**src/tms_status_page_unused.sv**
```systemverilog
// Holds no logic; each module of the block has a file of its own

```
**src/tms_pkg.sv**
```systemverilog
// Shared constants and types for the transmitter status page block
package tms_pkg;

  // Clock and channel geometry
  localparam int          CLK_PERIOD_NS     = 10;
  localparam int          NUM_CHANNELS      = 12;
  localparam int          TIMER_WIDTH       = 24;

  // Lower page byte offsets
  localparam logic [7:0]  ADDR_TYPE_ID      = 8'h00;
  localparam logic [7:0]  ADDR_RESERVED_ONE = 8'h01;
  localparam logic [7:0]  ADDR_SUMMARY      = 8'h02;
  localparam logic [7:0]  ADDR_LOS_HI       = 8'h09;
  localparam logic [7:0]  ADDR_LOS_LO       = 8'h0A;
  localparam logic [7:0]  ADDR_FAULT_HI     = 8'h0B;
  localparam logic [7:0]  ADDR_FAULT_LO     = 8'h0C;
  localparam logic [7:0]  ADDR_DISABLE_HI   = 8'h56;
  localparam logic [7:0]  ADDR_DISABLE_LO   = 8'h57;
  localparam logic [7:0]  ADDR_MODULE_RESET = 8'h5B;
  localparam logic [7:0]  ADDR_INT_MODE     = 8'h5C;
  localparam logic [7:0]  ADDR_MASK_LOS_HI  = 8'h64;
  localparam logic [7:0]  ADDR_MASK_LOS_LO  = 8'h65;
  localparam logic [7:0]  ADDR_MASK_FLT_HI  = 8'h66;
  localparam logic [7:0]  ADDR_MASK_FLT_LO  = 8'h67;

  // Field positions
  localparam int          SUM_FAULT_BIT     = 3;
  localparam int          SUM_LOS_BIT       = 2;
  localparam int          SUM_INT_BIT       = 1;
  localparam int          SUM_NOT_READY_BIT = 0;
  localparam int          MODULE_RESET_BIT  = 0;
  localparam int          INT_STATIC_BIT    = 0;

  // Reset values; type code is arbitrary
  localparam logic [7:0]  TYPE_ID_VALUE     = 8'h3C;
  localparam logic [11:0] CONTROL_RESET     = 12'h000;
  localparam logic        INT_STATIC_RESET  = 1'b0;

  // Serial slave address high nibble
  localparam logic [3:0]  TWS_ADDR_BASE     = 4'h5;

  // Timing in printed units and derived cycle counts
  localparam int CONTROL_TRANSITION_US = 10;
  localparam int CONTROL_APPLY_CYCLES  =
    (CONTROL_TRANSITION_US * 1000) / CLK_PERIOD_NS;
  localparam int INT_PULSE_US          = 5;
  localparam int INT_PULSE_CYCLES      =
    (INT_PULSE_US * 1000) / CLK_PERIOD_NS;
  localparam int MODULE_RESET_HOLD_MS  = 10;
  localparam int MODULE_RESET_HOLD_CYCLES =
    (MODULE_RESET_HOLD_MS * 1000000) / CLK_PERIOD_NS;

  // Serial slave states
  typedef enum logic [2:0] {
    TWS_IDLE      = 3'b000,
    TWS_ADDR      = 3'b001,
    TWS_ADDR_ACK  = 3'b010,
    TWS_WRITE     = 3'b011,
    TWS_WRITE_ACK = 3'b100,
    TWS_READ      = 3'b101,
    TWS_READ_ACK  = 3'b110
  } tms_tws_state_type;

endpackage : tms_pkg

```
**src/tms_reg_if.sv**
```systemverilog
// Byte access carrier between the serial slave and the register bank
`timescale 1ns/1ps
interface tms_reg_if;
  logic       wr_en;
  logic       rd_done;
  logic       stop;
  logic [7:0] addr;
  logic [7:0] wdata;
  logic [7:0] rdata;

  modport serial (output wr_en, output rd_done, output stop,
                  output addr, output wdata, input rdata);
  modport bank   (input wr_en, input rd_done, input stop,
                  input addr, input wdata, output rdata);
endinterface : tms_reg_if

```
**src/tms_status_page.sv**
```systemverilog
// Transmitter lower status page with latched flags and timed controls
`timescale 1ns/1ps
module tms_status_page
  import tms_pkg::*;
#(
  parameter int RESET_HOLD_CYCLES = MODULE_RESET_HOLD_CYCLES
)(
  input  wire logic        clk_i,
  input  wire logic        rst_i,
  input  wire logic        scl_i,
  input  wire logic        sda_i,
  output logic             sda_o,
  output logic             sda_oe_o,
  input  wire logic [2:0]  dev_addr_i,
  input  wire logic        module_hard_reset_n_i,
  input  wire logic [11:0] loss_of_input_signal_i,
  input  wire logic [11:0] tx_fault_i,
  input  wire logic        monitor_data_valid_i,
  output logic [11:0]      channel_enable_o,
  output logic             interrupt_out_n_o,
  output logic             interrupt_out_oe_o
);

  import tms_pkg::*;

  tms_reg_if bus ();

  logic [28:0] pin_meta_reg, pin_sync_reg;
  logic [11:0] los_latched_reg, fault_latched_reg;
  logic [11:0] disable_reg, mask_los_reg, mask_flt_reg;
  logic [11:0] disable_app_reg, mask_los_app_reg, mask_flt_app_reg;
  logic [11:0] chan_en_reg, los_now, fault_now, los_clr, flt_clr;
  logic        int_static_reg, int_static_app_reg;
  logic        wrote_reg, reset_req_reg, reset_start_reg, reset_active_reg;
  logic        any_flag_d_reg, int_n_reg, int_oe_reg, sda_out_reg;
  logic        hard_reset_n, in_reset, any_flag, int_low;
  logic        apply_start, apply_done, pulse_busy, hold_done;
  logic [7:0]  summary;

  // Clear mask for a flag pair when its byte has been sent
  function automatic logic [11:0] flag_clear(
    input logic       rd,
    input logic [7:0] a,
    input logic [7:0] hi,
    input logic [7:0] lo
  );
    flag_clear = 12'h000;
    if (rd && a == hi)
      flag_clear[11:8] = 4'hF;
    if (rd && a == lo)
      flag_clear[7:0] = 8'hFF;
  endfunction : flag_clear

  // Byte write into a twelve-bit channel control pair
  function automatic logic [11:0] pair_write(
    input logic [11:0] old,
    input logic        wr,
    input logic [7:0]  a,
    input logic [7:0]  hi,
    input logic [7:0]  lo,
    input logic [7:0]  d
  );
    pair_write = old;
    if (wr && a == hi)
      pair_write[11:8] = d[3:0];
    if (wr && a == lo)
      pair_write[7:0] = d;
  endfunction : pair_write

  // Pins from outside pass two stages first
  always_ff @(posedge clk_i or posedge rst_i)
  begin
    if (rst_i)
    begin
      pin_meta_reg <= 29'h0000000;
      pin_sync_reg <= 29'h0000000;
    end
    else
    begin
      pin_meta_reg <= {module_hard_reset_n_i, monitor_data_valid_i,
                       dev_addr_i, tx_fault_i, loss_of_input_signal_i};
      pin_sync_reg <= pin_meta_reg;
    end
  end

  assign los_now      = pin_sync_reg[11:0];
  assign fault_now    = pin_sync_reg[23:12];
  assign hard_reset_n = pin_sync_reg[28];
  assign in_reset     = ~hard_reset_n | reset_active_reg;
  assign los_clr  = flag_clear(bus.rd_done, bus.addr,
                               ADDR_LOS_HI, ADDR_LOS_LO);
  assign flt_clr  = flag_clear(bus.rd_done, bus.addr,
                               ADDR_FAULT_HI, ADDR_FAULT_LO);

  tms_tws_slave u_slave (
    .clk_i      (clk_i),
    .rst_i      (rst_i),
    .scl_i      (scl_i),
    .sda_i      (sda_i),
    .dev_addr_i (pin_sync_reg[26:24]),
    .inhibit_i  (~hard_reset_n),
    .sda_oe_o   (sda_oe_o),
    .bus        (bus.serial)
  );

  // Latched flags; a new event in the clearing cycle wins
  always_ff @(posedge clk_i or posedge rst_i)
  begin
    if (rst_i)
    begin
      los_latched_reg   <= 12'h000;
      fault_latched_reg <= 12'h000;
    end
    else if (in_reset)
    begin
      los_latched_reg   <= 12'h000;
      fault_latched_reg <= 12'h000;
    end
    else
    begin
      los_latched_reg   <= (los_latched_reg & ~los_clr) | los_now;
      fault_latched_reg <= (fault_latched_reg & ~flt_clr)
                           | fault_now;
    end
  end

  // Host-written controls; volatile ones fall back on any reset
  always_ff @(posedge clk_i or posedge rst_i)
  begin
    if (rst_i)
    begin
      disable_reg    <= CONTROL_RESET;
      mask_los_reg   <= CONTROL_RESET;
      mask_flt_reg   <= CONTROL_RESET;
      int_static_reg <= INT_STATIC_RESET;
      reset_req_reg  <= 1'b0;
      wrote_reg      <= 1'b0;
    end
    else if (in_reset)
    begin
      // Non-volatile mode bit deliberately untouched here
      disable_reg   <= CONTROL_RESET;
      mask_los_reg  <= CONTROL_RESET;
      mask_flt_reg  <= CONTROL_RESET;
      reset_req_reg <= 1'b0;
      wrote_reg     <= 1'b0;
    end
    else
    begin
      disable_reg  <= pair_write(disable_reg, bus.wr_en, bus.addr,
                       ADDR_DISABLE_HI, ADDR_DISABLE_LO, bus.wdata);
      mask_los_reg <= pair_write(mask_los_reg, bus.wr_en, bus.addr,
                       ADDR_MASK_LOS_HI, ADDR_MASK_LOS_LO, bus.wdata);
      mask_flt_reg <= pair_write(mask_flt_reg, bus.wr_en, bus.addr,
                       ADDR_MASK_FLT_HI, ADDR_MASK_FLT_LO, bus.wdata);
      if (bus.wr_en && bus.addr == ADDR_INT_MODE)
        int_static_reg <= bus.wdata[INT_STATIC_BIT];
      if (bus.stop)
        reset_req_reg <= 1'b0;
      else if (bus.wr_en && bus.addr == ADDR_MODULE_RESET)
        reset_req_reg <= bus.wdata[MODULE_RESET_BIT];
      if (bus.stop)
        wrote_reg <= 1'b0;
      else if (bus.wr_en)
        wrote_reg <= 1'b1;
    end
  end

  // Interval starts at the stop of a write transaction
  assign apply_start = bus.stop & wrote_reg & ~in_reset;

  tms_delay_timer #(.CYCLES(CONTROL_APPLY_CYCLES)) u_apply (
    .clk_i   (clk_i),
    .rst_i   (rst_i),
    .start_i (apply_start),
    .busy_o  (),
    .done_o  (apply_done)
  );

  // Staged values take effect after the transition window
  always_ff @(posedge clk_i or posedge rst_i)
  begin
    if (rst_i)
    begin
      disable_app_reg    <= CONTROL_RESET;
      mask_los_app_reg   <= CONTROL_RESET;
      mask_flt_app_reg   <= CONTROL_RESET;
      int_static_app_reg <= INT_STATIC_RESET;
    end
    else if (in_reset)
    begin
      disable_app_reg  <= CONTROL_RESET;
      mask_los_app_reg <= CONTROL_RESET;
      mask_flt_app_reg <= CONTROL_RESET;
    end
    else if (apply_done)
    begin
      disable_app_reg    <= disable_reg;
      mask_los_app_reg   <= mask_los_reg;
      mask_flt_app_reg   <= mask_flt_reg;
      int_static_app_reg <= int_static_reg;
    end
  end

  // Module register reset: begins two cycles after the stop strobe, held a while
  always_ff @(posedge clk_i or posedge rst_i)
  begin
    if (rst_i)
    begin
      reset_start_reg  <= 1'b0;
      reset_active_reg <= 1'b0;
    end
    else
    begin
      reset_start_reg <= bus.stop & reset_req_reg & hard_reset_n;
      if (reset_start_reg)
        reset_active_reg <= 1'b1;
      else if (hold_done)
        reset_active_reg <= 1'b0;
    end
  end

  tms_delay_timer #(.CYCLES(RESET_HOLD_CYCLES)) u_hold (
    .clk_i   (clk_i),
    .rst_i   (rst_i),
    .start_i (reset_start_reg),
    .busy_o  (),
    .done_o  (hold_done)
  );

  // Outputs off for fault or signal loss, or while disabled or reset
  always_ff @(posedge clk_i or posedge rst_i)
  begin
    if (rst_i)
      chan_en_reg <= 12'h000;
    else if (in_reset)
      chan_en_reg <= 12'h000;
    else
      chan_en_reg <= ~disable_app_reg & ~fault_now & ~los_now;
  end

  assign any_flag = |((los_latched_reg & ~mask_los_app_reg)
                    | (fault_latched_reg & ~mask_flt_app_reg));

  // Pulse mode fires once each time the unmasked flags go from none set to some set
  tms_delay_timer #(.CYCLES(INT_PULSE_CYCLES)) u_pulse (
    .clk_i   (clk_i),
    .rst_i   (rst_i),
    .start_i (any_flag & ~any_flag_d_reg & ~int_static_app_reg),
    .busy_o  (pulse_busy),
    .done_o  ()
  );

  assign int_low = int_static_app_reg ? any_flag : pulse_busy;

  // Open-drain interrupt and data pins, driven only when low
  always_ff @(posedge clk_i or posedge rst_i)
  begin
    if (rst_i)
    begin
      any_flag_d_reg <= 1'b0;
      int_n_reg      <= 1'b1;
      int_oe_reg     <= 1'b0;
      sda_out_reg    <= 1'b0;
    end
    else
    begin
      any_flag_d_reg <= any_flag;
      int_n_reg      <= ~int_low;
      int_oe_reg     <= int_low;
      sda_out_reg    <= 1'b0;
    end
  end

  // Summary byte built from latched flag state, monitor data valid and reset state
  always_comb
  begin
    summary                    = 8'h00;
    summary[SUM_FAULT_BIT]     = |fault_latched_reg;
    summary[SUM_LOS_BIT]       = |los_latched_reg;
    summary[SUM_INT_BIT]       = any_flag;
    summary[SUM_NOT_READY_BIT] = ~pin_sync_reg[27] | in_reset;
  end

  // Read data; unmapped bytes read as zero
  always_comb
  begin
    unique case (bus.addr)
      ADDR_TYPE_ID:      bus.rdata = TYPE_ID_VALUE;
      ADDR_SUMMARY:      bus.rdata = summary;
      ADDR_LOS_HI:       bus.rdata = {4'h0, los_latched_reg[11:8]};
      ADDR_LOS_LO:       bus.rdata = los_latched_reg[7:0];
      ADDR_FAULT_HI:     bus.rdata = {4'h0, fault_latched_reg[11:8]};
      ADDR_FAULT_LO:     bus.rdata = fault_latched_reg[7:0];
      ADDR_DISABLE_HI:   bus.rdata = {4'h0, disable_reg[11:8]};
      ADDR_DISABLE_LO:   bus.rdata = disable_reg[7:0];
      ADDR_INT_MODE:     bus.rdata = {7'h00, int_static_reg};
      ADDR_MASK_LOS_HI:  bus.rdata = {4'h0, mask_los_reg[11:8]};
      ADDR_MASK_LOS_LO:  bus.rdata = mask_los_reg[7:0];
      ADDR_MASK_FLT_HI:  bus.rdata = {4'h0, mask_flt_reg[11:8]};
      ADDR_MASK_FLT_LO:  bus.rdata = mask_flt_reg[7:0];
      default:           bus.rdata = 8'h00;
    endcase
  end

  assign channel_enable_o   = chan_en_reg;
  assign interrupt_out_n_o  = int_n_reg;
  assign interrupt_out_oe_o = int_oe_reg;
  assign sda_o              = sda_out_reg;

endmodule : tms_status_page

```
**src/tms_delay_timer.sv**
```systemverilog
// Down-counter that times a fixed interval from a start pulse
`timescale 1ns/1ps
module tms_delay_timer
  import tms_pkg::*;
#(
  parameter int CYCLES = 1000
)(
  input  wire logic clk_i,
  input  wire logic rst_i,
  input  wire logic start_i,
  output logic      busy_o,
  output logic      done_o
);

  logic [TIMER_WIDTH-1:0] count_reg;

  // A new start restarts the interval
  always_ff @(posedge clk_i or posedge rst_i)
  begin
    if (rst_i)
      count_reg <= '0;
    else if (start_i)
      count_reg <= TIMER_WIDTH'(CYCLES);
    else if (count_reg != '0)
      count_reg <= count_reg - 1'b1;
  end

  assign busy_o = (count_reg != '0);
  assign done_o = (count_reg == TIMER_WIDTH'(1));

endmodule : tms_delay_timer

```
**src/tms_tws_slave.sv**
```systemverilog
// Two-wire serial slave giving byte access to the lower status page
`timescale 1ns/1ps
module tms_tws_slave
  import tms_pkg::*;
(
  input  wire logic       clk_i,
  input  wire logic       rst_i,
  input  wire logic       scl_i,
  input  wire logic       sda_i,
  input  wire logic [2:0] dev_addr_i,
  input  wire logic       inhibit_i,
  output logic            sda_oe_o,
  tms_reg_if.serial       bus
);

  tms_tws_state_type state_reg;
  logic [1:0] line_meta_reg, line_sync_reg, line_prev_reg;
  logic [3:0] bit_cnt_reg;
  logic [7:0] shift_reg, tx_reg, ptr_reg, wdata_reg;
  logic       rw_reg, ack_cont_reg, oe_reg, ptr_pend_reg, addressed_reg;
  logic       wr_en_reg, rd_done_reg, stop_reg;
  logic       scl, sda, rise, fall, start_det, stop_det, match, byte_in;

  // Two stages on the pins before any logic looks at them
  always_ff @(posedge clk_i or posedge rst_i)
  begin
    if (rst_i)
    begin
      line_meta_reg <= 2'h3;
      line_sync_reg <= 2'h3;
      line_prev_reg <= 2'h3;
    end
    else
    begin
      line_meta_reg <= {scl_i, sda_i};
      line_sync_reg <= line_meta_reg;
      line_prev_reg <= line_sync_reg;
    end
  end

  assign scl       = line_sync_reg[1];
  assign sda       = line_sync_reg[0];
  assign rise      = scl & ~line_prev_reg[1];
  assign fall      = ~scl & line_prev_reg[1];
  assign start_det = scl & line_prev_reg[1] & line_prev_reg[0] & ~sda;
  assign stop_det  = scl & line_prev_reg[1] & ~line_prev_reg[0] & sda;
  assign match     = (shift_reg[7:1] == {TWS_ADDR_BASE, dev_addr_i});
  assign byte_in   = fall && (bit_cnt_reg == 4'h8);

  // Bit-level protocol sequencer
  always_ff @(posedge clk_i or posedge rst_i)
  begin
    if (rst_i)
    begin
      state_reg    <= TWS_IDLE;
      bit_cnt_reg  <= 4'h0;
      shift_reg    <= 8'h00;
      tx_reg       <= 8'h00;
      rw_reg       <= 1'b0;
      ack_cont_reg <= 1'b0;
      oe_reg       <= 1'b0;
    end
    else if (inhibit_i)
    begin
      state_reg <= TWS_IDLE;
      oe_reg    <= 1'b0;
    end
    else if (start_det)
    begin
      state_reg   <= TWS_ADDR;
      bit_cnt_reg <= 4'h0;
      oe_reg      <= 1'b0;
    end
    else if (stop_det)
    begin
      state_reg <= TWS_IDLE;
      oe_reg    <= 1'b0;
    end
    else
    begin
      unique case (state_reg)
        TWS_IDLE: ;
        TWS_ADDR, TWS_WRITE:
          if (rise)
          begin
            shift_reg   <= {shift_reg[6:0], sda};
            bit_cnt_reg <= bit_cnt_reg + 4'h1;
          end
          else if (byte_in)
          begin
            // Address mismatch drops out until the next start
            if (state_reg == TWS_WRITE || match)
            begin
              oe_reg    <= 1'b1;
              state_reg <= (state_reg == TWS_ADDR) ? TWS_ADDR_ACK
                                                   : TWS_WRITE_ACK;
            end
            else
              state_reg <= TWS_IDLE;
            if (state_reg == TWS_ADDR)
              rw_reg <= shift_reg[0];
          end
        TWS_ADDR_ACK, TWS_WRITE_ACK:
          if (fall)
          begin
            bit_cnt_reg <= 4'h0;
            if (state_reg == TWS_ADDR_ACK && rw_reg)
            begin
              tx_reg    <= bus.rdata;
              oe_reg    <= ~bus.rdata[7];
              state_reg <= TWS_READ;
            end
            else
            begin
              oe_reg    <= 1'b0;
              state_reg <= TWS_WRITE;
            end
          end
        TWS_READ:
          if (rise)
            bit_cnt_reg <= bit_cnt_reg + 4'h1;
          else if (byte_in)
          begin
            oe_reg    <= 1'b0;
            state_reg <= TWS_READ_ACK;
          end
          else if (fall)
          begin
            tx_reg <= {tx_reg[6:0], 1'b0};
            oe_reg <= ~tx_reg[6];
          end
        TWS_READ_ACK:
          if (rise)
            ack_cont_reg <= ~sda;
          else if (fall)
          begin
            bit_cnt_reg <= 4'h0;
            if (ack_cont_reg)
            begin
              tx_reg    <= bus.rdata;
              oe_reg    <= ~bus.rdata[7];
              state_reg <= TWS_READ;
            end
            else
              state_reg <= TWS_IDLE;
          end
        default:
          state_reg <= TWS_IDLE;
      endcase
    end
  end

  // Byte events, pointer and stop reporting toward the bank
  always_ff @(posedge clk_i or posedge rst_i)
  begin
    if (rst_i)
    begin
      ptr_reg       <= 8'h00;
      ptr_pend_reg  <= 1'b0;
      addressed_reg <= 1'b0;
      wdata_reg     <= 8'h00;
      wr_en_reg     <= 1'b0;
      rd_done_reg   <= 1'b0;
      stop_reg      <= 1'b0;
    end
    else
    begin
      wr_en_reg   <= 1'b0;
      rd_done_reg <= 1'b0;
      stop_reg    <= stop_det & addressed_reg;
      if (stop_det || start_det || inhibit_i)
        addressed_reg <= 1'b0;
      else if (state_reg == TWS_ADDR && byte_in && match)
        addressed_reg <= 1'b1;
      if (state_reg == TWS_ADDR_ACK && fall && !rw_reg)
        ptr_pend_reg <= 1'b1;
      else if (state_reg == TWS_WRITE && byte_in)
      begin
        ptr_pend_reg <= 1'b0;
        wdata_reg    <= shift_reg;
        wr_en_reg    <= ~ptr_pend_reg;
        if (ptr_pend_reg)
          ptr_reg <= shift_reg;
      end
      else if (state_reg == TWS_READ && byte_in)
        rd_done_reg <= 1'b1;
      else if (wr_en_reg || rd_done_reg)
        ptr_reg <= ptr_reg + 8'h01;
    end
  end

  assign sda_oe_o    = oe_reg;
  assign bus.wr_en   = wr_en_reg;
  assign bus.rd_done = rd_done_reg;
  assign bus.stop    = stop_reg;
  assign bus.addr    = ptr_reg;
  assign bus.wdata   = wdata_reg;

endmodule : tms_tws_slave

```
**config.mk**
```make
export PLATFORM = sky130hd
export DESIGN_NAME = tms_status_page
export DESIGN_NICKNAME = d
export VERILOG_FILES = /design/src/tms_status_page_unused.sv /design/src/tms_pkg.sv /design/src/tms_reg_if.sv /design/src/tms_status_page.sv /design/src/tms_delay_timer.sv /design/src/tms_tws_slave.sv
export SDC_FILE = /design/constraint.sdc
export NUM_CORES = 1
export LEC_CHECK = 0
export BUFFER_PORTS_ARGS = -buffer_cell sky130_fd_sc_hd__buf_2
export CORE_MARGIN = 5
export CORE_UTILIZATION = 67
export CTS_CLUSTER_SIZE = 30
export DETAILED_ROUTE_END_ITERATION = 7
export PLACE_DENSITY = 0.95
export SETUP_SLACK_MARGIN = 0.3
export SLEW_MARGIN = 25
export SYNTH_ARGS = -nofsm -noshare
export SYNTH_HDL_FRONTEND = slang
export SYNTH_SLANG_ARGS = --single-unit
```
**constraint.sdc**
```tcl
create_clock -name clk_i -period 20.1 [get_ports clk_i]
set_clock_uncertainty 0.1 [all_clocks]
set_input_delay 5.025 -clock clk_i [delete_from_list [all_inputs] [get_ports clk_i]]
set_output_delay 5.025 -clock clk_i [all_outputs]
set_load 0.03 [all_outputs]
```
== Word-level counts from Yosys, hierarchy flattened ==
Cells that the tools add are included.
W data, S select, Z words.

* Bits in registers: 299
* Output and inout port bits: 16
* Bits of input ports: 33
* Logic and storage cells: 306

* Reductions and logical operators: 65
* Add/sub/neg operators: 5
* Bitwise operators: 49
* Equality and inequality tests: 48
* Multiplexer cells: 96

{| class="wikitable"
|+ Operators by type and width
! kind !! count
|-
| $mux W12 || 12
|-
| $mux W24 || 6
|-
| $pmux W8 S13 || 1
|-
| $not A12 Y12 || 7
|-
| $and A12 B12 Y12 || 6
|-
| $mux W8 || 9
|-
| $reduce_bool A24 Y1 || 3
|-
| $sub A24 B1 Y24 const B || 3
|-
| $eq A8 B7 Y1 const B || 8
|-
| $mux W7 || 8
|-
| $eq A24 B1 Y1 const B || 2
|-
| $mux W3 || 14
|-
| $mux W4 || 10
|-
| $or A12 B12 Y12 || 3
|-
| $reduce_or A12 Y1 || 3
|-
| $eq A8 B4 Y1 const B || 4
|-
| $mux W1 || 32
|-
| $ne A5 B2 Y1 const B || 6
|-
| $reduce_bool A2 Y1 || 14
|-
| $pmux W7 S3 || 1
|-
| $logic_and A1 B1 Y1 || 20
|-
| $not A1 Y1 || 17
|-
| $ne A2 B1 Y1 const B || 8
|-
| $ne A5 B5 Y1 const B || 3
|-
| 34 further kinds || 63
|}

== Longest topological paths before layout ==
Gate-level depths: netlist (run 1).

* Depth in word-level cells: 13
* Gate-level depth with buffers: 10
* Gate-level depth less buffers: 8

== Modules after synthesis ==
From an unflattened synthesis (run 1), not the netlist that was laid out.

* Cell total of the unflattened synthesis: 1339
* Area total of the unflattened synthesis: 13970.9 µm²

{| class="wikitable"
|+ Modules (own cells, without submodules)
! module !! instances !! seq. area each (µm²) !! cells each !! area each (µm²)
|-
| tms_status_page || 1 || 4380.5 || 590 || 6857.8
|-
| tms_tws_slave || 1 || 1308.8 || 278 || 2691.3
|-
| tms_delay_timer (u_hold) || 1 || 600.6 || 167 || 1585.3
|-
| tms_delay_timer (u_pulse) || 1 || 600.6 || 160 || 1458.9
|-
| tms_delay_timer (u_apply) || 1 || 600.6 || 144 || 1377.6
|}

== Worst setup path after synthesis (run 1) ==
No wires, ideal clock.

* Path type: register -> output
* Start point: register int_n_reg (netlist: interrupt_out_n_o)
* End point: output interrupt_out_n_o
* Arrival time: 0.588 ns
* Buffers on the path: 0
* Slack: 14.387 ns
* Stages on the path, launching flop included: 1
* Cells stage by stage: dfstp_2

{| class="wikitable"
|+ RTL lines
! element !! RTL line !! RTL
|-
| from (decl) || tms_status_page.sv:35 || <nowiki>logic any_flag_d_reg, int_n_reg, int_oe_reg, sda_out_reg;</nowiki>
|-
| from (signal assigned) || tms_status_page.sv:269 || <nowiki>int_n_reg <= ~int_low;</nowiki>
|-
| to (decl) || tms_status_page.sv:20 || <nowiki>output logic interrupt_out_n_o,</nowiki>
|}

No word-level cell between the ends.

== Worst setup path after layout (run 1) ==
* Start point: register int_n_reg (netlist: interrupt_out_n_o)
* End point: output interrupt_out_n_o

No word-level cell between the ends.

==> results of run 1 <==
power breakdown:
part	internal (W)	leakage (nW)	switching (W)
registers	0.000620	3.94	0.0000180
logic	0.0000152	2.73	0.0000300
clock network	0.000304	0.466	0.000232
cells in the final DEF (no fill, tap or decap), types with 36 or more instances in the layout:
| cell type | netlist | final |
|---|---|---|
| sky130_fd_sc_hd__mux2i_1 | 67 | 67 |
| sky130_fd_sc_hd__nor2_1 | 192 | 192 |
| sky130_fd_sc_hd__nor4_1 | 36 | 36 |
| sky130_fd_sc_hd__a21oi_1 | 55 | 55 |
| sky130_fd_sc_hd__nand2_1 | 89 | 89 |
| sky130_fd_sc_hd__buf_2 | 4 | 47 |
| sky130_fd_sc_hd__dfrtp_1 | 292 | 292 |
| sky130_fd_sc_hd__o21ai_0 | 37 | 37 |
| sky130_fd_sc_hd__inv_1 | 50 | 49 |
| sky130_fd_sc_hd__nand3_1 | 47 | 47 |
through the flow:
stage	utilization, %	hold WS [ns]	total power, W	instance area [sq um]	worst slack (ns)
6_report	74.9	0.240	0.00122	14600	13.73
5_1_grt	74.9	0.239	0.00126	14600	13.70
4_1_cts	74.9	0.242	0.00122	14600	13.69
3_5_place_dp	70.0	0.235	0.000692	13600	13.11
3_3_place_gp	70.0	0.231	0.000689	13600	13.15
2_1_floorplan	-	0.231	0.000675	13300	6.73
how the worst max path moves through the flow:
stage	startpoint	endpoint	slack [ns]	cells after the start
3_5_place_dp	rst_i	pin_sync_reg[22]$_DFF_PP0_	13.11	3
4_1_cts	rst_i	disable_app_reg[8]$_DFFE_PP0P_	13.69	3
3_3_place_gp	rst_i	disable_reg[10]$_DFFE_PP0P_	13.15	3
6_report	interrupt_out_n_o$_DFF_PP1_	interrupt_out_n_o	13.73	1
5_1_grt	interrupt_out_n_o$_DFF_PP1_	interrupt_out_n_o	13.70	1
2_1_floorplan	rst_i	any_flag_d_reg$_DFF_PP0_	6.73	1
layer usage:
metal	global-route usage [%]	vias to the layer above	routed length (um)
met1	39.1	5020	12300
met2	46.4	585	15500
met5	0	-	0
met3	6.62	150	3020
met4	12.0	0	1550
li1	-	4518	-
kinds of logic (layout without fill, tap and decap cells):
kind of cell               after synthesis  count (layout)  share of synthesized area (%)
DFF                                    299             299                           56.5
muxes                                   80              80                           6.17
xor gates and xnor gates                59              59                           3.90
and+or+nand+nor                        520             520                           19.4
AOI/OAI and AO/OA                      194             194                           9.41
adders and majority gates               11              11                           1.04
buffers and inverters                  116             159                           3.55
other                                    1               1                         0.0283
area by class of cell:
cell class                 instances  area share, %
clock buffer                      41           5.71
multi-input combinational        865           36.4
tap                              265           2.27
timing repair buffer              55           2.08
sequential                       299           51.4
clock inverter                    13          0.832
inverter                          50           1.34
==> summary.md, run 1 <==
Number of buffer and inverter instances along the worst setup path: 1. The tools report the final standard cell count with taps included and fillers excluded as 1588. For this design, the slowest cell found on the critical path is sky130_fd_sc_hd__dfstp_2. The first detailed-routing pass took 7 iterations. Timing would allow up to 0.157 GHz.

Summed over all layers, the global routing overflow is 0. The number of enable-type register cells in the synthesized netlist was 0; the largest net degree at the start of global routing was 136. After floorplanning, the core was divided into 51 placement rows. The worst hold path endpoint was pin_sync_reg[25]$_DFF_PP0_. The final layout contains 1345 nets.

The total power density per cell area is 83.6 mW/mm^2, and the transition time at the pin with the least slew margin is 0.983 ns. For this block, the initial DRC count from the detailed router was 1324. The logs give 10.2k for the number of global-route vias before repair and 0 for the number of pins with negative max-slew slack in the final report. The fraction of layout cells with a size suffix above 1 is 10.7%, and the insertion delay to the later sink of the worst-skew pair is 0.56 ns. The library cell occupying the most area in the post-synthesis netlist was sky130_fd_sc_hd__dfrtp_1. Clock root buffer master: sky130_fd_sc_hd__clkbuf_16. Setup repair after global routing left no endpoint under its margin.

The first-pass GRT wire length was 52800 um; the largest fanout on the critical path was 1. The largest single stage delay on the critical path is 0.51 ns. The worst setup path is captured at an output port. The worst reg2reg path endpoint was u_apply.count_reg[21]$_DFFE_PP0P_. Setup slack on the worst reg-to-reg path comes out at 16.90 ns.

The number of port buffers works out to 47. By startpoint and endpoint, the worst setup path is classified as flop to output port. By instance count, the leading cell after synthesis is sky130_fd_sc_hd__dfrtp_1. Setup violations remaining at the end of the flow were counted as 0. The per-cell via count in the routed design works out to 6.47. The die is 151 um wide.

The tools report the remaining antenna violation count as 0. The synthesized netlist occupies a cell area of 0.0133 sq mm. Summed over all cells, the static leakage comes to 7.13 nW. The share of flip-flops with an asynchronous set or reset was 100%. After layout, the worst path uses 31.7% of the clock period. After clock tree synthesis, the clock-pin slew on the worst setup and hold paths is 0.06 ns. TritonCTS built the clock tree.

The tools report the kind of start point of the critical path as a flop. After detailed routing, the total wire length is 32400 um. In the post-synthesis netlist, the biggest area contributors are sky130_fd_sc_hd__dfrtp_1 55%, sky130_fd_sc_hd__nor2_1 5.4%, sky130_fd_sc_hd__mux2i_1 5.1%, sky130_fd_sc_hd__nand2_1 2.5%, sky130_fd_sc_hd__xor2_1 2.1%. On the critical path the largest part of the delay comes from flip-flops. The H-tree depth reported by CTS was 1. For this design, the CTS-stage hold fixing added 0 buffers. Headroom to the max-slew limit came out at 33.9%. Summed over all nets, the half-perimeter wirelength after detailed placement is 20700 um. Across all layers, the routed design uses 10.3k vias. The number of buffers between clock root and the deepest sink came out at 3. The post-detailed-route DRC marker count is 0. In this run the critical register-to-register path is launched from pin_sync_reg[28]$_DFF_PP0_. A synthesized cell averages 10.4 sq um.

The average wire per cell in the routed design is 20.4 um. For the endpoint required time on the critical path, the log shows 14.98 ns. In this run, CTS created clock tree buffers numbering 30. The total of fill cells in the finished design is 1190.

Main flop type after synthesis: sky130_fd_sc_hd__dfrtp_1. Across the run, the number of max-cap violations was 0. The flow ran to the end, and the final reports show no timing, DRC or antenna violations. Summing all multi-input logic gate instances after layout gives 0.00531 sq mm. Setup total negative slack on the finished layout was measured at 0 ns. The tools report the synthesized instance count as 1280. In the final layout, flip-flops and latches occupy 0.00749 sq mm. The area of the core region is 0.0195 sq mm, and the initial antenna violation count is 0. The logs give 1.24 ns for the critical path data arrival time and 0.0227 sq mm for the die area.

Counting flops and latches in the post-synthesis netlist gives 299. The class of the tightest hold or removal check was flop to flop. Global routing used 29.1% of the available tracks across all layers. The share of the Yosys chip area taken by registers is 56.5%. The instance count after placement with tap cells included is 1534, and the number of nets in the synthesized netlist is 1324. Count of final hold-check violations: 0. From bottom edge to top edge, the die measures 151 um. The logs give 68.1% for the starting utilization of the core area and 0.103 mV for the worst vdd rail ir drop. In this run the most critical hold path is launched from pin_meta_reg[25]$_DFF_PP0_. The worst hold path cell count came out at 0. The layout overhead on the synthesized area was 10.0%; the post-cts resize count was 0. Summed over its instances, the top area cell type makes up 55.1% of the synthesized netlist area. Subtracting the final worst setup slack from the clock period gives 6.37 ns. Ranked by instance count, the synthesized netlist is headed by 292 x sky130_fd_sc_hd__dfrtp_1, 192 x sky130_fd_sc_hd__nor2_1, 89 x sky130_fd_sc_hd__nand2_1.

The run gives 0.971 as the final RePlAce weighted congestion. Once the clock tree was built, the setup fixing pass inserted 0 buffers. For this design, the sink count on the clock tree is 299. The run gives 73 as the count of unique library cells instantiated by Yosys.

49 I/O pins were placed. Counting cells, the worst reg-to-reg path comes to 6. The number of inserted diodes came out at 0. The critical path goes through buf_2. For the yosys synthesis warning count, the log shows 0.
Power figures use the tool's default switching activity.
==> run 2, diff against run 1 <==
- ABC_AREA: not set -> 1
- CORE_UTILIZATION: 67 -> 62
- PLACE_DENSITY: 0.95 -> 0.9
- clock period: 20.1 -> 6.17 ns (I/O delays scaled with it)
==> summary.md, run 2 <==
For the internal cell power, the log shows 0.00329 W (+250%). The yosys synthesis warning count is 0 (unchanged), and the first-pass GRT wire length is 56100 um (+6.2%). The run gives 0.0249 sq mm (+9.7%) as the die area. The area growth from synthesis to layout is 11.4%. For the residual overflow from global routing, the log shows 0 (unchanged). The tools report the summed negative setup slack over all endpoints as 0 ns (unchanged).

Among all cell types in the netlist, the one instantiated most often is sky130_fd_sc_hd__nand2_1. The logs give 0 (unchanged) for the post-detailed-route DRC marker count and 1630 (+23%) for the number of nets in the synthesized netlist. The top-level port count came out at 49 (unchanged). For this run, the top clock speed supported by timing is 0.344 GHz.

The complex-gate fraction of the synthesized area was 10.1% (+0.67 points); the headroom to the max-slew limit was 42.6% (+8.6 points). TritonCTS built the clock tree. The total met3 wirelength after detailed routing is 3130 um (+3.4%), and the number of buffers between clock root and the deepest sink is 3 (unchanged).

Number of vias in the routed layout: 11.5k (+11%). Library cell occupying the most area in the post-synthesis netlist: sky130_fd_sc_hd__dfrtp_1. The run gives 62.4% (-5.7 points) as the starting utilization of the core area. The library cells used most frequently in the layout, excluding fill and tap cells, are 314 x sky130_fd_sc_hd__nand2_1, 292 x sky130_fd_sc_hd__dfrtp_1, 199 x sky130_fd_sc_hd__nor2_1. The tools report the number of inserted diodes as 0 (unchanged). The largest fanout on the critical path is 1 (unchanged). In the synthesized netlist, the cells that appear most often are 314 x sky130_fd_sc_hd__nand2_1, 292 x sky130_fd_sc_hd__dfrtp_1, 199 x sky130_fd_sc_hd__inv_1, 199 x sky130_fd_sc_hd__nor2_1, 125 x sky130_fd_sc_hd__o21ai_0.

The tools report the total number of clock tree sinks as 299 (unchanged). The endpoint required time on the critical path is 4.53 ns (-10.45 ns). The fraction of layout cells with a size suffix above 1 is 9.83% (-0.83 points), and the area of the core region is 0.0217 sq mm (+11%).

The detailed placer's ending HPWL is 21800 um (+5.2%). The critical path data arrival time is 1.26 ns (+0.02 ns). The share of flip-flops with an asynchronous set or reset came out at 100% (unchanged). The number of enable-type register cells in the synthesized netlist came out at 0 (unchanged). The final standard cell count with taps included and fillers excluded was 1938 (+22%); the clock share of power was 46.4% (+2.4 points). The run gives 0 (unchanged) as the number of pins with negative max-slew slack in the final report.

Subtracting the final worst setup slack from the clock period gives 2.90 ns. Buffer count from post-CTS setup fixing: 0 (unchanged). After synthesis, the largest family of logic cells by area is simple AND/OR/NAND/NOR gates.

The per-cell via count in the routed design works out to 5.91 (-8.7%). The run gives 0 (unchanged) as the final-report setup violation count. The area of all placed cells without fillers came out at 0.0151 sq mm (+3.4%). The largest incremental delay on the critical path is 0.52 ns (about the same), and the portion of total power attributed to combinational logic is 4.9% (+1.2 points). Dividing the final minimum period by the clock period gives 47.1%.

The main flop type after synthesis was sky130_fd_sc_hd__dfrtp_1. Sorting the synthesized cells by area gives the leading types as sky130_fd_sc_hd__dfrtp_1 54%, sky130_fd_sc_hd__nand2_1 8.7%, sky130_fd_sc_hd__inv_1 5.5%, sky130_fd_sc_hd__nor2_1 5.5%, sky130_fd_sc_hd__o21ai_0 4.6%. The average size of a mapped cell works out to 8.54 sq um (-18%). Among cell families on the critical path, the largest total delay comes from flip-flops. STA classifies the critical path startpoint as a flop.

For the worst vdd rail ir drop, the log shows 0.210 mV (+100%). The post-cts resize count is 0 (unchanged), and the initial antenna violation count is 0 (unchanged). The run gives 0 (unchanged) as the remaining antenna violation count. Setup repair after global routing left no endpoint under its margin. Synthesized flop and latch total: 299 (unchanged). The flow ran to the end, and the final reports show no timing, DRC or antenna violations. Insertion delay to the later sink of the worst-skew pair: 0.59 ns (+0.03 ns).

The slowest stage of the critical path is the sky130_fd_sc_hd__dfstp_2 cell. Average wire per cell in the routed design: 17.6 um (-14%). The number of core rows came out at 54 (+5.9%).

The die outline height is 158 um (+4.7%). The tools report the category of the worst setup path capture point as an output port. The critical path in this run is classified as flop to output port. The share of the synthesized area in the top cell type came out at 54.0% (-1.2 points).

For the clock buffer count from CTS, the log shows 31 (+3.3%). The number of buffer and inverter instances along the worst setup path was 1 (unchanged); the H-tree depth reported by CTS was 1 (unchanged). The basic-gate share of the synthesized area counting and, or, nand and nor cells was 24.1% (+4.7 points); the count of unique library cells instantiated by Yosys was 46 (-37%). The instance count after placement with tap cells included came out at 1883 (+23%). The portion of the post-synthesis area used by sequential elements was 55.3% (-1.2 points).

The highest layer used for signal routing is met4. The logs give 0.965 (-0.63%) for the final RePlAce weighted congestion and 69.6% (-5.4 points) for the utilization of the core after routing. The tools report the synthesized instance count as 1586 (+24%). The net total in the final layout is 1680 (+25%), and the met2 wire length is 16000 um (+3.7%).

Traced cell by cell, the critical path runs through buf_2. Xor/xnor cell area share of the yosys netlist: 2.26% (-1.6 points). The library cell used most frequently in the layout, excluding fill and tap cells, is sky130_fd_sc_hd__nand2_1.

The run gives 8 (+1) as the first-pass iteration count of the detailed router. The number of port buffers was 47 (unchanged); the total track usage was 27.9% (-1.2 points). The transition time at the pin with the least slew margin came out at 0.861 ns (-0.121 ns). For the largest net degree at the start of global routing, the log shows 152 (+12%). The total power density per cell area was 284 mW/mm^2 (+240%); the routed metal-1 wire length was 13300 um (+7.8%). For the leakage dissipation, the log shows 7.57 nW (+6.1%).

The clock root buffer master is sky130_fd_sc_hd__clkbuf_16. Switching part of the total: 23.2% (+0.21 points). The tools report the total detailed-routing wirelength as 34100 um (+5.5%). The width of the die was 158 um (+4.7%); the post-synth design cell area was 0.0135 sq mm (+2.2%). The share of total power in sequential cells was 48.7% (-3.6 points); the count of routing violations after the opening detailed-route iteration was 1502 (+13%).

The run gives 0 (unchanged) as the count of final hold-check violations. The fraction of the mapped netlist area in adder cells was 1.02% (-0.022 points). The multiplexer share of the synthesized area is 0% (-6.2 points), and the number of buffers added to fix hold violations after cts is 0 (unchanged). The placement-stage cell area was 0.0140 sq mm (+2.8%). The tightest min-delay check is of the flop to flop type.

The clock transition time at the flip-flop clock pins of the worst setup and hold paths was 0.07 ns (about the same); the number of global-route vias before repair was 11.2k (+9.8%). The logs give 0.000993 W (+250%) for the net switching power figure and 0 (unchanged) for the count of max-cap constraint violations.
-- run 2: changes by cell type after synthesis, moves of 18 or more --
cell	delta
sky130_fd_sc_hd__o21ai_1	+25
sky130_fd_sc_hd__clkbuf_1	-46
sky130_fd_sc_hd__nand2_1	+225
sky130_fd_sc_hd__nor4_1	-18
sky130_fd_sc_hd__nand3_1	+63
sky130_fd_sc_hd__o21ai_0	+88
sky130_fd_sc_hd__mux2i_1	-67
sky130_fd_sc_hd__xnor2_1	-21
sky130_fd_sc_hd__nand2b_1	-23
sky130_fd_sc_hd__inv_1	+149
-- run 2: final timing paths --
kind                       slack (ns)                               end                        start  depth (start not counted)
max                              3.27                 interrupt_out_n_o  interrupt_out_n_o$_DFF_PP1_                          1
min                              0.24        pin_sync_reg[11]$_DFF_PP0_   pin_meta_reg[11]$_DFF_PP0_                          0
max reg2reg                      3.38   disable_app_reg[11]$_DFFE_PP0P_   pin_sync_reg[28]$_DFF_PP0_                          5
min reg2reg                      0.24        pin_sync_reg[11]$_DFF_PP0_   pin_meta_reg[11]$_DFF_PP0_                          0
max in group asynchronous        4.15  u_slave.bus.wdata[4]$_DFFE_PP0P_                        rst_i                          3
min in group asynchronous        1.09         pin_sync_reg[3]$_DFF_PP0_                        rst_i                          3
-- run 2: per-layer routing --
metal | global-route usage (%) | vias to the layer above
met3 | 5.82 | 159
met2 | 44.9 | 615
li1 | - | 5224
met5 | 0 | -
met1 | 36.9 | 5452
met4 | 12.5 | 0
-- run 2: layout make-up --
cell class / count / area [sq um]
Clock buffer: 46 / 922
Clock inverter: 9 / 163
Fill cell: 1564 / 6600
Inverter: 211 / 796
Multi-Input combinational cell: 1041 / 5070
Sequential cell: 299 / 7490
Tap cell: 280 / 350
Timing Repair Buffer: 52 / 289
-- run 2: cell families after synthesis --
family | count (synthesis)
AOI/OAI and AO/OA | 255
xor gates and xnor gates | 35
adders and majority gates | 11
buffers and inverters | 246
DFF | 299
other | 1
and+or+nand+nor | 739
-- run 2: per-stage QoR --
stage | power, W | hold WS (ns) | setup slack [ns]
6_report | 0.00428 | 0.240 | 3.27
5_1_grt | 0.00441 | 0.253 | 3.23
4_1_cts | 0.00428 | 0.248 | 3.23
3_5_place_dp | 0.00232 | 0.235 | 3.32
3_3_place_gp | 0.00230 | 0.233 | 3.34
2_1_floorplan | 0.00225 | 0.231 | 0.560
-- run 2: power groups by stage --
| stage | combinational, W | clock [W] | sequential (W) |
|---|---|---|---|
| global route | 0.000239 | 0.00208 | 0.00209 |
| detailed placement | 0.000201 | 0 | 0.00212 |
| global placement | 0.000192 | 0 | 0.00211 |
| finish | 0.000210 | 0.00198 | 0.00209 |
| floorplan | 0.000143 | 0 | 0.00211 |
| CTS | 0.000209 | 0.00199 | 0.00208 |
==> run 3, diff against run 2 <==
- clock period: 6.17 -> 2.73 ns (I/O delays scaled with it)
==> summary.md, run 3 (synthesis gave the netlist of run 2 again) <==
The run gives 11.3k (-1.2%) as the number of vias in the routed layout. In this run the worst setup path begins at u_slave.bus.addr[0]$_DFFE_PP0P_. The path depth of the worst reg2reg path is 7 (+2).

The tools report the clock buffer count from CTS as 30 (-3.2%). The count of final hold-check violations came out at 0 (unchanged). The total power density per cell area was 624 mW/mm^2 (+120%); the residual overflow from global routing was 0 (unchanged). The worst setup path is captured at a flop.

The clock transition time at the flip-flop clock pins of the worst setup and hold paths works out to 0.07 ns (about the same). The tools report the first-pass GRT wire length as 55700 um (-0.73%). The instance count after placement with tap cells included was 1892 (+0.48%); the per-cell via count in the routed design was 5.81 (-1.7%). In the layout the commonest cells are 314 x sky130_fd_sc_hd__nand2_1, 292 x sky130_fd_sc_hd__dfrtp_1, 199 x sky130_fd_sc_hd__nor2_1. The worst slack on hold paths is 0.0860 ns (-0.154 ns).

Utilization of the core after routing: 69.9% (+0.31 points). The insertion delay to the later sink of the worst-skew pair is 0.55 ns (-0.04 ns). Most common cell after layout, fill and taps aside: sky130_fd_sc_hd__nand2_1.

The fraction of layout cells with a size suffix above 1 came out at 10.1% (+0.30 points). The final standard cell count with taps included and fillers excluded was 1948 (+0.52%). The number of global-route vias before repair is 11.3k (+0.66%). The count of max-cap constraint violations was 0 (unchanged). For the area taken by flip-flops and latches, the log shows 0.00749 sq mm (unchanged). The number of port buffers works out to 47 (unchanged). The top-level port count was 49 (unchanged).

The tools report the remaining antenna violation count as 0 (unchanged). The class of the tightest hold or removal check is primary input to asynchronous set/reset pin. For the number of pins with negative max-slew slack in the final report, the log shows 0 (unchanged). For the total number of clock tree sinks, the log shows 299 (unchanged). First-pass iteration count of the detailed router: 6 (-2).

For the total track usage, the log shows 27.6% (-0.32 points). Clock root buffer master: sky130_fd_sc_hd__clkbuf_16. The total of fill cells in the finished design came out at 1549 (-0.96%). The die outline height was 158 um (unchanged); the count of routing violations after the opening detailed-route iteration was 1219 (-19%). The tools report the endpoint required time on the critical path as 3.03 ns (-1.50 ns). The post-detailed-route DRC marker count came out at 0 (unchanged). The total detailed-routing wirelength is 33400 um (-2.1%). The number of core rows was 54 (unchanged); the area of the core region was 0.0217 sq mm (unchanged). The final period utilization is 83.2%. The worst vdd rail ir drop was 0.519 mV (+150%). The H-tree depth reported by CTS was 1 (unchanged).

The run finished with clean final reports. The shortest period the worst path allows is 2.27 ns, and the average wire per cell in the routed design is 17.1 um (-2.6%). The worst register-to-register path ends at fault_latched_reg[3]$_DFF_PP0_.

The detailed placer's ending HPWL was 23200 um (+6.3%). Based on the critical path, the design can be clocked at up to 0.440 GHz. The area of the multi-input gates was 0.00508 sq mm (+0.20%); the width of the die was 158 um (unchanged). Setup repair after global routing left no endpoint under its margin. The largest fanout on the critical path works out to 8 (+7). The headroom to the max-slew limit was 53.1% (+11 points).

The worst setup path is launched from a flop. The net total in the final layout is 1688 (+0.48%), and the setup slack of the worst register-to-register path is 0.46 ns (-2.92 ns). The final RePlAce weighted congestion was 1.02 (+5.5%); the number of buffers between clock root and the deepest sink was 3 (unchanged). TritonCTS built the clock tree. The critical path in this run is classified as flop to flop.

Die area: 0.0249 sq mm (unchanged). The leakage dissipation is 7.60 nW (+0.48%). Compared with the post-synthesis result, the final layout area differs by 11.9%. The tools report the worst setup path endpoint as fault_latched_reg[3]$_DFF_PP0_.

The transition time at the pin with the least slew margin was 0.702 ns (-0.159 ns); the critical path data arrival time was 2.58 ns (+1.32 ns). Starting utilization of the core area: 62.4% (unchanged). The run gives 0 (unchanged) as the number of inserted diodes. The logs give 0 (unchanged) for the initial antenna violation count and 68 (-55%) for the largest net degree at the start of global routing. The tools report the final-report setup violation count as 0 (unchanged). Source of the worst register-to-register timing path: u_slave.bus.addr[0]$_DFFE_PP0P_.
==> run 3: cell count changes in the layout (fill, tap and decap cells not counted), sizes merged <==
cell,before,now
inv,211,210
bufinv,4,3
buf,52,61
clkbuf,46,48
clkinvlp,2,1
clkinv,3,5
==> run 3: power by group <==
part           leakage (nW)  total [W]  internal (W)  switching (W)
sequential             3.93    0.00471       0.00458       0.000126
clock                 0.506    0.00426       0.00256        0.00170
combinational          3.16   0.000489      0.000154       0.000335
total                  7.60    0.00946       0.00729        0.00217
==> run 3: worst max-delay path, stage by stage, from the launching register on <==
cell                      delay, ns
sky130_fd_sc_hd__dfrtp_1       0.42
sky130_fd_sc_hd__inv_1         0.13
sky130_fd_sc_hd__ha_1          0.22
sky130_fd_sc_hd__nand3_1       0.13
sky130_fd_sc_hd__nor2_2        0.37
sky130_fd_sc_hd__nand2_1       0.36
sky130_fd_sc_hd__a21oi_1       0.31
sky130_fd_sc_hd__nor2_1        0.08
==> run 3: cell type report <==
type	count	share of cell area [%]
clock buffers	48	6.00
inverters	211	5.25
repair buffers	61	2.66
clock inverters	8	0.784
well taps	280	2.31
multi-input cells	1041	33.6
flip-flops and latches	299	49.4
==> run 3: how the worst min path moves through the flow <==
stage	from	end	slack [ns]
2_1_floorplan	pin_meta_reg[0]$_DFF_PP0_	pin_sync_reg[0]$_DFF_PP0_	0.23
3_3_place_gp	pin_meta_reg[24]$_DFF_PP0_	pin_sync_reg[24]$_DFF_PP0_	0.23
4_1_cts	rst_i	mask_los_reg[6]$_DFFE_PP0P_	0.07
3_5_place_dp	pin_meta_reg[13]$_DFF_PP0_	pin_sync_reg[13]$_DFF_PP0_	0.23
6_report	rst_i	mask_los_reg[6]$_DFFE_PP0P_	0.09
5_1_grt	rst_i	mask_los_reg[6]$_DFFE_PP0P_	0.09
==> run 3: timing repair <==
| item | 4_1_cts | 5_1_grt |
|---|---|---|
| setup buffers | 0 | 0 |
| hold buffers | 0 | 0 |
| hold endpoints to repair | 0 | 0 |
| resized for setup | 0 | 2 |
| setup endpoints to repair | 0 | 7 |
==> run 3: metal layers <==
metal | part of all wire [%] | vias up | wire [um] | GRT usage, %
met2 | 47 | 613 | 15800 | 44.9
li1 | - | 5249 | - | -
met4 | 4.1 | 0 | 1360 | 10.9
met5 | 0 | - | 0 | 0
met3 | 8.0 | 135 | 2670 | 4.46
met1 | 41 | 5315 | 13500 | 37.5
==> run 3: stage by stage <==
step	cell area, sq um	TNS, ns	setup WS [ns]	power (W)
after global routing	15200	0	0.365	0.00977
final	15200	0	0.458	0.00946
after global placement	14100	0	0.564	0.00524
after floorplan	13500	-596.48	-2.02	0.00508
after CTS	15100	0	0.439	0.00949
after detailed placement	14100	0	0.521	0.00527
